## config.mk

```make
export PLATFORM = sky130hd
export DESIGN_NAME = pooc_controller
export DESIGN_NICKNAME = d
export VERILOG_FILES = /design/src/pooc_pkg.sv /design/src/pooc_debounce.sv /design/src/pooc_controller.sv
export SDC_FILE = /design/constraint.sdc
export NUM_CORES = 1
export LEC_CHECK = 0
export ABC_AREA = 0
export BUFFER_PORTS_ARGS = -buffer_cell sky130_fd_sc_hd__buf_2
export CORE_UTILIZATION = 55
export CTS_BUF_LIST = sky130_fd_sc_hd__clkbuf_2 sky130_fd_sc_hd__clkbuf_4 sky130_fd_sc_hd__clkbuf_8
export DETAILED_ROUTE_END_ITERATION = 10
export HOLD_SLACK_MARGIN = 0.08
export PLACE_DENSITY_LB_ADDON = 0.05
export REMOVE_ABC_BUFFERS = 1
export SYNTH_ARGS = -nofsm -noshare
export SYNTH_HDL_FRONTEND = slang
export SYNTH_HIERARCHICAL = 1
export SYNTH_SLANG_ARGS = --single-unit
```

## constraint.sdc

```tcl
create_clock -name clock -period 2.4 [get_ports clock]
set_input_delay 0.12 -clock clock [delete_from_list [all_inputs] [get_ports clock]]
set_output_delay 0.12 -clock clock [all_outputs]
set_load 0.02 [all_outputs]
```

## src/pooc_pkg.sv

```systemverilog
// Shared constants and types for the power on/off controller.
// Assumes a single 125 MHz clock domain and plain-port control bits.
package pooc_pkg;

  // ----------------------------------------------------------------
  // Clock and timing
  // ----------------------------------------------------------------
  localparam int CLOCK_PERIOD_NS = 8;
  localparam int DEBOUNCE_TIME_US = 30;
  localparam int DEBOUNCE_CYCLES = (DEBOUNCE_TIME_US * 1000 + CLOCK_PERIOD_NS - 1) / CLOCK_PERIOD_NS;
  localparam int MRST_TIME_MS = 8;
  localparam int MRST_CYCLES = (MRST_TIME_MS * 1000000 + CLOCK_PERIOD_NS - 1) / CLOCK_PERIOD_NS;
  localparam int SEQ_TIME_US = 10;
  localparam int SEQ_CYCLES = (SEQ_TIME_US * 1000 + CLOCK_PERIOD_NS - 1) / CLOCK_PERIOD_NS;
  localparam int COUNT_W = 24;

  // ----------------------------------------------------------------
  // Enable input modes
  // ----------------------------------------------------------------
  localparam logic [1:0] MODE_PUSH_BUTTON = 2'h0;
  localparam logic [1:0] MODE_SLIDE_SWITCH = 2'h1;
  localparam logic [1:0] MODE_LOGIC = 2'h2;

  // ----------------------------------------------------------------
  // Software control commands
  // ----------------------------------------------------------------
  localparam logic [2:0] SWC_NONE = 3'h0;
  localparam logic [2:0] SWC_COLD_RESET = 3'h1;
  localparam logic [2:0] SWC_POWER_OFF = 3'h2;
  localparam logic [2:0] SWC_ENTER_STANDBY = 3'h3;
  localparam logic [2:0] SWC_LEAVE_STANDBY = 3'h4;

  // ----------------------------------------------------------------
  // Event record flag positions and reset value
  // ----------------------------------------------------------------
  localparam int ERC_UVLO = 0;
  localparam int ERC_OVLO = 1;
  localparam int ERC_THERMAL_OVERLOAD_FLAG = 2;
  localparam int ERC_MRST = 3;
  localparam int ERC_SFT_COLD = 4;
  localparam int ERC_SFT_OFF = 5;
  localparam int ERC_W = 6;
  localparam logic [5:0] ERC_RESET = 6'h00;

  // ----------------------------------------------------------------
  // Controller states
  // ----------------------------------------------------------------
  typedef enum logic [2:0] {
    POOC_RESET = 3'b000,
    POOC_SHUTDOWN = 3'b001,
    POOC_CHECK = 3'b010,
    POOC_POWER_UP = 3'b011,
    POOC_RESOURCE_ON = 3'b100,
    POOC_POWER_DOWN = 3'b101,
    POOC_STANDBY = 3'b110,
    POOC_BIAS_OFF = 3'b111
  } pooc_state_e;

endpackage : pooc_pkg

```

## src/pooc_debounce.sv

```systemverilog
// Debouncer for the active-low enable input.
// Assumes the input has already been synchronised to clock.
module pooc_debounce #(
  parameter int CYCLES = pooc_pkg::DEBOUNCE_CYCLES
) (
  input wire logic clock,
  input wire logic rst_b,
  input wire logic raw_in,
  output logic level_out,
  output logic fall_pulse
);

  typedef struct packed {
    logic level;
    logic fall;
    logic [pooc_pkg::COUNT_W-1:0] count;
  } pooc_deb_s;

  pooc_deb_s st_reg;
  pooc_deb_s st_next;

  // ----------------------------------------------------------------
  // Stability counter
  // ----------------------------------------------------------------
  // The level only follows the input after it stayed put for the whole period.
  always_comb begin
    st_next = st_reg;
    st_next.fall = 1'b0;
    if (raw_in == st_reg.level) begin
      st_next.count = '0;
    end else if (st_reg.count >= pooc_pkg::COUNT_W'(CYCLES - 1)) begin
      st_next.count = '0;
      st_next.level = raw_in;
      st_next.fall = ~raw_in;
    end else begin
      st_next.count = st_reg.count + 1'b1;
    end
  end

  // Idle level is high, as the pin rests pulled up.
  always_ff @(posedge clock or negedge rst_b) begin
    if (!rst_b) begin
      st_reg <= '{level: 1'b1, fall: 1'b0, count: '0};
    end else begin
      st_reg <= st_next;
    end
  end

  assign level_out = st_reg.level;
  assign fall_pulse = st_reg.fall;

endmodule : pooc_debounce

```

## src/pooc_controller.sv

```systemverilog
// Top-level on/off state controller of a power-management device.
// Assumes analog comparators and a command decoder on the same supply;
// supply and fault inputs come from outside the clock domain.
//
// Behaviour
// - Interrupt output goes low whenever any unmasked interrupt is pending.
// - While supply is below the reset threshold, stay in reset.
// - Supply above the reset threshold moves reset to Shutdown.
// - Shutdown keeps bias and command port off; event flags are kept.
// - Push-button or slide-switch mode: debounced falling enable edge wakes.
// - Logic mode: low enable level wakes, no edge detection.
// - Internal wake flag from a cold-reset command also wakes.
// - Power-up starts only when undervoltage, overvoltage, thermal flags are zero.
// - Normal path: Shutdown, wake, fault check, power-up, Resource On.
// - Manual reset in Resource On powers down, drops bias, reaches Shutdown.
// - Logic mode code is 0b10, suited to subordinate use.
// - Off command, or enable high in logic mode, powers down to Shutdown.
// - Command 0x3 powers down outputs into Standby, bias kept on.
// - Command 0x4 in Standby wakes and returns to Resource On.
// - Command 0b01 is cold reset, 0b10 power-off; both power down.
// - Standby: sequenced outputs off, forced outputs on, bias on, await wake.
// - Any powered state: thermal, under or overvoltage lockout forces shutdown.
// - Manual reset: push-button held low, slide-switch held high, for set time.
module pooc_controller #(
  parameter int IRQ_W = 8,
  parameter int MRST_CYC = pooc_pkg::MRST_CYCLES,
  parameter int DEB_CYC = pooc_pkg::DEBOUNCE_CYCLES,
  parameter int SEQ_CYC = pooc_pkg::SEQ_CYCLES
) (
  input wire logic clock,
  input wire logic rst_b,
  input wire logic supply_above_por,
  input wire logic supply_uvlo,
  input wire logic supply_ovlo,
  input wire logic thermal_overload_flag,
  input wire logic power_enable_in_low,
  input wire logic [1:0] enable_input_mode,
  input wire logic [2:0] software_control_cmd,
  input wire logic software_control_strobe,
  input wire logic [IRQ_W-1:0] irq_pending,
  input wire logic [IRQ_W-1:0] irq_mask,
  input wire logic erc_clear,
  output logic irq_out_low_o,
  output logic irq_out_low_oe,
  output logic bias_enable,
  output logic cmd_port_enable,
  output logic sequenced_outputs_on,
  output logic forced_outputs_on,
  output logic [pooc_pkg::ERC_W-1:0] event_record_flags,
  output logic [2:0] controller_state
);

  // ----------------------------------------------------------------
  // Input synchronisers
  // ----------------------------------------------------------------
  // Analog comparator and pin levels are asynchronous to clock.
  logic [4:0] sync1_reg;
  logic [4:0] sync2_reg;
  logic por_ok;
  logic uvlo_s;
  logic ovlo_s;
  logic thermal_overload_flag_s;
  logic en_low_s;

  always_ff @(posedge clock or negedge rst_b) begin
    if (!rst_b) begin
      sync1_reg <= 5'h10;
      sync2_reg <= 5'h10;
    end else begin
      sync1_reg <= {power_enable_in_low, thermal_overload_flag, supply_ovlo, supply_uvlo, supply_above_por};
      sync2_reg <= sync1_reg;
    end
  end

  assign por_ok = sync2_reg[0];
  assign uvlo_s = sync2_reg[1];
  assign ovlo_s = sync2_reg[2];
  assign thermal_overload_flag_s = sync2_reg[3];
  assign en_low_s = sync2_reg[4];

  // ----------------------------------------------------------------
  // Enable debounce
  // ----------------------------------------------------------------
  logic en_deb;
  logic en_fall;

  pooc_debounce #(
    .CYCLES(DEB_CYC)
  ) u_debounce (
    .clock(clock),
    .rst_b(rst_b),
    .raw_in(en_low_s),
    .level_out(en_deb),
    .fall_pulse(en_fall)
  );

  // ----------------------------------------------------------------
  // State
  // ----------------------------------------------------------------
  typedef struct packed {
    pooc_pkg::pooc_state_e state;
    logic [pooc_pkg::ERC_W-1:0] erc;
    logic wake_flag;
    logic to_standby;
    logic [pooc_pkg::COUNT_W-1:0] mrst_count;
    logic [pooc_pkg::COUNT_W-1:0] seq_count;
    logic irq_low;
  } pooc_ctl_s;

  pooc_ctl_s st_reg;
  pooc_ctl_s st_next;

  logic logic_mode;
  logic mrst_level;
  logic mrst_hit;
  logic lockout;
  logic wake;
  logic cmd_cold;
  logic cmd_off;
  logic cmd_stby;
  logic cmd_exit;
  logic seq_done;

  assign logic_mode = (enable_input_mode == pooc_pkg::MODE_LOGIC);
  // Level that counts toward a manual reset depends on the switch style.
  assign mrst_level = (enable_input_mode == pooc_pkg::MODE_SLIDE_SWITCH) ? en_deb : ~en_deb;
  assign mrst_hit = !logic_mode && mrst_level && (st_reg.mrst_count >= pooc_pkg::COUNT_W'(MRST_CYC - 1));
  assign lockout = thermal_overload_flag_s || uvlo_s || ovlo_s;
  assign cmd_cold = software_control_strobe && (software_control_cmd == pooc_pkg::SWC_COLD_RESET);
  assign cmd_off = software_control_strobe && (software_control_cmd == pooc_pkg::SWC_POWER_OFF);
  assign cmd_stby = software_control_strobe && (software_control_cmd == pooc_pkg::SWC_ENTER_STANDBY);
  assign cmd_exit = software_control_strobe && (software_control_cmd == pooc_pkg::SWC_LEAVE_STANDBY);
  // Wake sources out of Shutdown: edge, level or remembered cold reset.
  assign wake = (logic_mode ? ~en_low_s : en_fall) || st_reg.wake_flag;
  assign seq_done = (st_reg.seq_count >= pooc_pkg::COUNT_W'(SEQ_CYC - 1));

  // ----------------------------------------------------------------
  // Next-state logic
  // ----------------------------------------------------------------
  // Sequencer slots are modelled as one fixed delay; the real slot timing lives elsewhere.
  always_comb begin
    st_next = st_reg;
    st_next.seq_count = '0;
    st_next.irq_low = |(irq_pending & ~irq_mask);
    if (erc_clear) begin
      st_next.erc = pooc_pkg::ERC_RESET;
    end
    // Manual-reset hold time, counted only while powered on.
    if (st_reg.state == pooc_pkg::POOC_RESOURCE_ON && mrst_level && !mrst_hit) begin
      st_next.mrst_count = st_reg.mrst_count + 1'b1;
    end else if (!mrst_level || st_reg.state != pooc_pkg::POOC_RESOURCE_ON) begin
      st_next.mrst_count = '0;
    end
    case (st_reg.state)
      pooc_pkg::POOC_RESET: begin
        if (por_ok) begin
          st_next.state = pooc_pkg::POOC_SHUTDOWN;
        end
      end
      pooc_pkg::POOC_SHUTDOWN: begin
        if (wake) begin
          st_next.state = pooc_pkg::POOC_CHECK;
          st_next.wake_flag = 1'b0;
          // Comparators are live again, so the record reflects this check.
          st_next.erc[pooc_pkg::ERC_UVLO] = uvlo_s;
          st_next.erc[pooc_pkg::ERC_OVLO] = ovlo_s;
          st_next.erc[pooc_pkg::ERC_THERMAL_OVERLOAD_FLAG] = thermal_overload_flag_s;
        end
      end
      pooc_pkg::POOC_CHECK: begin
        if (st_reg.erc[pooc_pkg::ERC_UVLO] || st_reg.erc[pooc_pkg::ERC_OVLO] || st_reg.erc[pooc_pkg::ERC_THERMAL_OVERLOAD_FLAG]) begin
          st_next.state = pooc_pkg::POOC_BIAS_OFF;
        end else begin
          st_next.state = pooc_pkg::POOC_POWER_UP;
        end
      end
      pooc_pkg::POOC_POWER_UP, pooc_pkg::POOC_POWER_DOWN: begin
        st_next.seq_count = st_reg.seq_count + 1'b1;
        if (seq_done) begin
          st_next.seq_count = '0;
          if (st_reg.state == pooc_pkg::POOC_POWER_UP) begin
            st_next.state = pooc_pkg::POOC_RESOURCE_ON;
          end else if (st_reg.to_standby) begin
            st_next.state = pooc_pkg::POOC_STANDBY;
          end else begin
            st_next.state = pooc_pkg::POOC_BIAS_OFF;
          end
        end
      end
      pooc_pkg::POOC_RESOURCE_ON: begin
        st_next.to_standby = 1'b0;
        if (mrst_hit) begin
          st_next.state = pooc_pkg::POOC_POWER_DOWN;
          st_next.erc[pooc_pkg::ERC_MRST] = 1'b1;
        end else if (logic_mode && en_low_s) begin
          st_next.state = pooc_pkg::POOC_POWER_DOWN;
          st_next.erc[pooc_pkg::ERC_MRST] = 1'b1;
        end else if (cmd_cold) begin
          st_next.state = pooc_pkg::POOC_POWER_DOWN;
          st_next.wake_flag = 1'b1;
          st_next.erc[pooc_pkg::ERC_SFT_COLD] = 1'b1;
        end else if (cmd_off) begin
          st_next.state = pooc_pkg::POOC_POWER_DOWN;
          st_next.erc[pooc_pkg::ERC_SFT_OFF] = 1'b1;
        end else if (cmd_stby) begin
          st_next.state = pooc_pkg::POOC_POWER_DOWN;
          st_next.to_standby = 1'b1;
        end
      end
      pooc_pkg::POOC_STANDBY: begin
        if (cmd_exit || (!logic_mode && en_fall)) begin
          st_next.state = pooc_pkg::POOC_CHECK;
          st_next.to_standby = 1'b0;
        end
      end
      pooc_pkg::POOC_BIAS_OFF: begin
        st_next.state = pooc_pkg::POOC_SHUTDOWN;
      end
      default: begin
        st_next.state = pooc_pkg::POOC_RESET;
      end
    endcase
    // Lockout while powered skips the sequence and drops bias after one Bias-off cycle.
    if (lockout && (st_reg.state == pooc_pkg::POOC_POWER_UP || st_reg.state == pooc_pkg::POOC_RESOURCE_ON ||
                    st_reg.state == pooc_pkg::POOC_POWER_DOWN || st_reg.state == pooc_pkg::POOC_STANDBY)) begin
      st_next.state = pooc_pkg::POOC_BIAS_OFF;
      st_next.to_standby = 1'b0;
      st_next.erc[pooc_pkg::ERC_UVLO] = st_reg.erc[pooc_pkg::ERC_UVLO] | uvlo_s;
      st_next.erc[pooc_pkg::ERC_OVLO] = st_reg.erc[pooc_pkg::ERC_OVLO] | ovlo_s;
      st_next.erc[pooc_pkg::ERC_THERMAL_OVERLOAD_FLAG] = st_reg.erc[pooc_pkg::ERC_THERMAL_OVERLOAD_FLAG] | thermal_overload_flag_s;
    end
    // Supply collapse overrides everything; the event record is kept.
    if (!por_ok) begin
      st_next.state = pooc_pkg::POOC_RESET;
      st_next.wake_flag = 1'b0;
      st_next.to_standby = 1'b0;
    end
  end

  always_ff @(posedge clock or negedge rst_b) begin
    if (!rst_b) begin
      st_reg <= '{state: pooc_pkg::POOC_RESET, erc: pooc_pkg::ERC_RESET, wake_flag: 1'b0,
                  to_standby: 1'b0, mrst_count: '0, seq_count: '0, irq_low: 1'b0};
    end else begin
      st_reg <= st_next;
    end
  end

  // ----------------------------------------------------------------
  // Outputs
  // ----------------------------------------------------------------
  // Open drain: only ever drives low, released otherwise.
  assign irq_out_low_o = 1'b0;
  assign irq_out_low_oe = st_reg.irq_low;
  assign bias_enable = (st_reg.state != pooc_pkg::POOC_RESET) && (st_reg.state != pooc_pkg::POOC_SHUTDOWN);
  assign cmd_port_enable = bias_enable;
  assign sequenced_outputs_on = (st_reg.state == pooc_pkg::POOC_RESOURCE_ON);
  assign forced_outputs_on = (st_reg.state == pooc_pkg::POOC_RESOURCE_ON) ||
                             (st_reg.state == pooc_pkg::POOC_STANDBY);
  assign event_record_flags = st_reg.erc;
  assign controller_state = st_reg.state;
endmodule : pooc_controller

```

==> impl_metrics.json, run 1 <==
{
  "wl_um": 8570,
  "slew_violations": 0,
  "p_sw_frac": 0.315,
  "synth.avg_cell_area_um2": 10.5,
  "die_w_um": 92.5,
  "fin_ws_ns": 0.155,
  "dp_cells": 597,
  "p_seq_frac": 0.495,
  "ant_nets": 0,
  "synth_top_family_by_area": "simple AND/OR/NAND/NOR gates",
  "cts_tree": "done",
  "cts-buffers-inserted": 9,
  "clock_latency_ns": 0.36,
  "first_global_vias": 3299,
  "synth_seq_cells": 96,
  "clock-root-buffer": "clkbuf_8",
  "syn_area_um2": 4500,
  "ios": 45,
  "muxShareOfSynthArea": 0.00695,
  "synth_xor_area_frac": 0.0622,
  "synth_compound_area_frac": 0.134,
  "wl_per_cell_um": 13.7,
  "p_leak_nw": 2.31,
  "p_sw_mw": 1.12,
  "grt_max_degree": 66,
  "antenna_found_initial": 0,
  "cts.sinks": 96,
  "start_util": 0.577,
  "synth_cell_types": 68,
  "vias_per_cell": 5.40,
  "port_buffers": 43,
  "intPower_mw": 2.43,
  "setup_violations": 0,
  "syn_to_final_growth_pct": 17.6,
  "via_count": 3373,
  "drive_gt1_frac": 0.189,
  "fill_cells": 646,
  "hold_ws_ns": 0.145,
  "combPwrFrac": 0.234,
  "cp.required_ns": 2.68,
  "ir_worst_vdd_mv": 0.405,
  "power.share.clock": 0.271,
  "worst_clock_skew_ns": 0.0116,
  "nNetsFinal": 559,
  "cts_buffer_depth": 2,
  "cts_max_level": 3,
  "power_density_nw_per_um2": 669,
  "rsz0062_at_grt": "no",
  "track_usage": 0.220,
  "pre_cts_slack_ns": 0.0722,
  "period_share": 0.936,
  "synthArstFlopShare": 1.00,
  "largest_reg_flops": 50,
  "synth-main-ff-cell": "dfrtp_1",
  "path_max_fanout": 9,
  "synth_edf_count": 0,
  "clkSlewWorstSetupHoldPaths_ns": 0.09,
  "status": "complete, no violations",
  "hold_path.class": "in -> reg",
  "fin_util": 0.678,
  "drtIter0Drc": 132,
  "crit_path_end_kind": "flop",
  "critical_path_arrival_ns": 2.52,
  "synthTopCellsByArea": "dfrtp_1 (52%), nor2_1 (4.0%), xor2_1 (3.7%), ha_1 (3.1%), xnor2_1 (2.5%)",
  "synthCells": 427,
  "die_y_um": 92.5,
  "dp_hpwl_um": 6040,
  "max_freq_ghz": 0.445,
  "synth_top_area_cell": "dfrtp_1",
  "synth_top_area_share": 0.517,
  "total_power_mw": 3.54,
  "final_cells": 625,
  "drc_errors": 0,
  "final-seq-area_um2": 2410,
  "yosysWarningCount": 6,
  "overflow": 0,
  "coreArea_um2": 7810,
  "dieArea_um2": 8550,
  "rows": 32,
  "critPathKind": "reg -> reg",
  "grt_pass1_wl_um": 14800,
  "yosys.area_share.adder": 0.0306,
  "finalHoldViolations": 0,
  "firstDrtPassIters": 4,
  "place_congestion": 0.839,
  "synth_simple_gate_area_frac": 0.182,
  "drv_cap": 0,
  "final_common_cell": "dfrtp_1",
  "num_antenna_cells": 0,
  "worstSetupStartpointType": "flop",
  "mostFrequentLayoutCells": "dfrtp_1 (92), nor2_1 (48), buf_2 (42), inv_1 (27), conb_1 (26)",
  "synth_seq_area_share": 0.534,
  "multiInputGateArea_um2": 2000,
  "min_period_ns": 2.25
}
-- cells in the mapped netlist (3+ instances only) --
master      n
dfrtp_1    93
nor2_1     48
inv_1      27
nand2_1    20
o21ai_0    19
xor2_1     19
a21oi_1    17
nand3_1    17
xnor2_1    13
buf_4      11
ha_1       11
nor3_1      9
nor4_1      9
or3_1       9
and3_1      6
nand4_1     6
or4_1       6
a22o_1      5
o22ai_1     5
clkbuf_1    4
nor2b_1     4
o2111ai_1   4
o211ai_1    4
a31oi_1     3
dfstp_2     3
nand3b_1    3
o31ai_1     3
-- path summary, 6_finish.rpt --
check	from	endpoint	slack (ns)	depth (start not counted)
max	st_reg[28]	st_reg[48]	0.15	7
min	software_control_cmd[0]	event_record_flags[5]	0.15	3
max reg2reg	st_reg[28]	st_reg[48]	0.15	7
min reg2reg	sync1_reg[0]	sync2_reg[0]	0.36	0
max in group asynchronous	rst_b	u_debounce/level_out	1.45	3
min in group asynchronous	rst_b	st_reg[3]	0.23	2
-- per-layer routing --
metal | vias to the layer above | share of wire | routed length [um] | GRT usage
met5 | - | 0 | 0 | 0
met4 | 0 | 0.015 | 126 | 0.0664
met3 | 11 | 0.036 | 310 | 0.0460
met2 | 61 | 0.50 | 4310 | 0.375
met1 | 1635 | 0.45 | 3820 | 0.283
li1 | 1666 | - | - | -
-- power groups by stage --
| stage | Clock [mW] | Sequential, mW | Combinational (mW) |
|---|---|---|---|
| finish | 0.959 | 1.76 | 0.829 |
| global placement | 0 | 1.78 | 0.794 |
| CTS | 1.00 | 1.76 | 0.822 |
| floorplan | 0 | 1.86 | 0.407 |
| global route | 1.05 | 1.77 | 0.916 |
| detailed placement | 0 | 1.79 | 0.805 |
-- timing repair --
item / in CTS / in global routing
hold endpoints to repair: 39 / 0
setup endpoints to repair: 0 / 13
buffers inserted: 0 / 2
resized for setup: 0 / 6
hold buffers: 10 / 0
-- stage by stage --
step           TNS [ns]  area [um2]
6_report              0        5300
5_1_grt               0        5300
3_3_place_gp          0        4970
4_1_cts               0        5250
3_5_place_dp          0        4970
2_1_floorplan   -0.0609        4480
-- final cells by class --
type | instances | area share
flip-flops and latches | 96 | 0.455
multi-input cells | 311 | 0.377
repair buffers | 73 | 0.0914
well taps | 102 | 0.0241
clock buffers | 9 | 0.0234
inverters | 27 | 0.0191
clock inverters | 7 | 0.00992
-- worst max-delay path, cell delays in order (launching register included) --
cell and delay [ns]:
dfrtp_1 0.43, and4_4 0.21, a211o_1 0.35, a211oi_4 0.28, o2111ai_4 0.23, buf_6 0.19, or3_1 0.34, a21oi_1 0.14
-- logic make-up after synthesis --
group           Yosys count
flops                    96
buf+inv                  44
other cells               2
mux                       3
fa+ha+maj                11
simple gates            155
xor+xnor                 32
compound gates           84
Note: power is estimated with default switching activity, not from simulation.
==> inputs of run 2 (changes only) <==
Settings changed: ABC_AREA 0 to 1, CORE_UTILIZATION 55 to 56.
==> impl_metrics.json, run 2 <==
{
  "clkSlewWorstSetupHoldPaths_ns": 0.10,
  "post-synth-top-count-cell": "nand2_1",
  "firstDrtPassIters": 4,
  "critPathKind": "reg -> reg",
  "via_count": 3900,
  "tns_ns": 0,
  "place_area_um2": 5310,
  "path_buf_inv": 1,
  "cts.sinks": 96,
  "dieArea_um2": 9270,
  "synth_cell_types": 37,
  "setup_violations": 0,
  "grt_max_degree": 64,
  "synth_seq_cells": 96,
  "drive_gt1_frac": 0.184,
  "p_leak_nw": 2.66,
  "ios": 45,
  "slew_headroom": 0.652,
  "clock-root-buffer": "clkbuf_8",
  "vias_per_cell": 4.98,
  "place_congestion": 0.927,
  "max_stage_delay_ns": 0.54,
  "synthTopCellsByCount": "nand2_1 (127), dfrtp_1 (93), nor2_1 (74)",
  "port_buffers": 43,
  "synthArstFlopShare": 1.00,
  "crit_path_end_kind": "flop",
  "syn_area_um2": 4980,
  "worstSetupStartpointType": "flop",
  "nNetsFinal": 711,
  "ir_worst_vdd_mv": 0.409,
  "largest_reg_flops": 50,
  "critical_path_arrival_ns": 2.51,
  "track_usage": 0.215,
  "ant_nets": 0,
  "crit_family": "simple AND/OR/NAND/NOR gates",
  "final_common_cell": "nand2_1",
  "final_cells": 783,
  "synth_top_area_cell": "dfrtp_1",
  "drc_errors": 0,
  "coreArea_um2": 8680,
  "drv_cap": 0,
  "slew_violations": 0,
  "start_util": 0.574,
  "synth.avg_cell_area_um2": 8.40,
  "path_cells": "nor4_1 > nand3_2 > nand2_8 > nand2_1 > nor2_1 > nand3_1 > nand2_1 > dlygate4sd3_1",
  "antenna_found_initial": 0,
  "max_freq_ghz": 0.450,
  "yosysWarningCount": 6,
  "wl_um": 9410,
  "rsz0062_at_grt": "no",
  "hold_ws_ns": 0.179,
  "num_antenna_cells": 0,
  "cts_max_level": 3,
  "finalHoldViolations": 0,
  "rows": 34,
  "synthTopCellsByArea": "dfrtp_1 (47%), nand2_1 (9.6%), nor2_1 (5.6%), inv_1 (5.4%), xor2_1 (3.3%)",
  "grt_pass1_wl_um": 15400,
  "drtIter0Drc": 165,
  "cp.required_ns": 2.69,
  "synth_seq_area_share": 0.483,
  "overflow": 0,
  "clock_latency_ns": 0.35,
  "synth_top_area_share": 0.467,
  "path_max_fanout": 4,
  "dp_cells": 754,
  "synthCells": 593,
  "dp_hpwl_um": 7040,
  "critPathSlowestCell": "dlygate4sd3_1",
  "worst_clock_skew_ns": 0.0149,
  "tightest_slew_ns": 0.517,
  "cts_tree": "done",
  "cts-buffers-inserted": 9,
  "first_global_vias": 3565,
  "syn_to_final_growth_pct": 13.2,
  "power_density_nw_per_um2": 624,
  "min_period_ns": 2.22,
  "die_y_um": 96.3,
  "period_share": 0.927,
  "mostFrequentLayoutCells": "nand2_1 (127), dfrtp_1 (92), nor2_1 (74), inv_1 (72), buf_2 (42)",
  "die_w_um": 96.3,
  "synth_edf_count": 0,
  "path_common_cell": "nand2_1",
  "finalInstanceArea_um2": 5640,
  "cts_buffer_depth": 2,
  "fin_util": 0.650,
  "hold_path.class": "in -> reg",
  "status": "complete, no violations",
  "synth-main-ff-cell": "dfrtp_1",
  "wl_per_cell_um": 12.0
}
-- run 2: repair_timing --
action,CTS,global route
hold buffers,12,0
gates resized for setup,0,3
endpoints found under the setup margin,0,1
hold endpoints to repair,41,0
setup buffers,0,1
-- run 2: final timing paths --
check | startpoint | cells past startpoint | slack (ns) | endpoint
setup reg to reg | st_reg[47] | 8 | 0.18 | event_record_flags[5]
hold / removal | software_control_strobe | 5 | 0.18 | event_record_flags[4]
setup / recovery | st_reg[47] | 8 | 0.18 | event_record_flags[5]
hold reg to reg | sync1_reg[1] | 0 | 0.36 | sync2_reg[1]
max in group asynchronous | rst_b | 3 | 1.44 | sync1_reg[4]
min in group asynchronous | rst_b | 2 | 0.24 | st_reg[48]
-- run 2: cells by family after synthesis --
logic type      synth area share
flops                      0.483
buf+inv                   0.0897
xor+xnor                  0.0475
simple gates               0.282
other cells              0.00151
compound gates            0.0684
fa+ha+maj                 0.0276
-- run 2: power breakdown --
part | total (mW) | internal [mW] | switching, mW | leakage, nW
Sequential | 1.77 | 1.70 | 0.0665 | 1.24
Combinational | 0.761 | 0.267 | 0.494 | 1.33
Clock | 0.989 | 0.397 | 0.592 | 0.0888
Total | 3.52 | 2.37 | 1.15 | 2.66
-- run 2: per-stage QoR --
stage               power [mW]  setup slack, ns
floorplan                 2.30            0.530
global placement          2.53            0.538
detailed placement        2.54            0.387
CTS                       3.56           0.0392
global route              3.72           0.0176
finish                    3.52            0.176
-- run 2: worst reg2reg max path, stage by stage, from the launching register on --
cell and delay, ns:
dfrtp_1 0.44, nor4_1 0.50, nand3_2 0.20, nand2_8 0.12, nand2_1 0.07, nor2_1 0.14
nand3_1 0.09, nand2_1 0.06, dlygate4sd3_1 0.54
-- run 2: area by class of cell --
cell class | instances | area, um2
Clock buffer | 9 | 124
Timing Repair Buffer | 58 | 373
Sequential cell | 96 | 2410
Fill cell | 755 | 3040
Tap cell | 108 | 135
Inverter | 82 | 308
Clock inverter | 7 | 61.3
Multi-Input combinational cell | 423 | 2230
-- run 2: metal layers --
layer  GRT usage  up-vias  share of wire
li1            -     1994              -
met1       0.280     1812           0.46
met2       0.368       86           0.48
met3      0.0316        8          0.044
met4      0.0721        0          0.011
met5           0        -              0
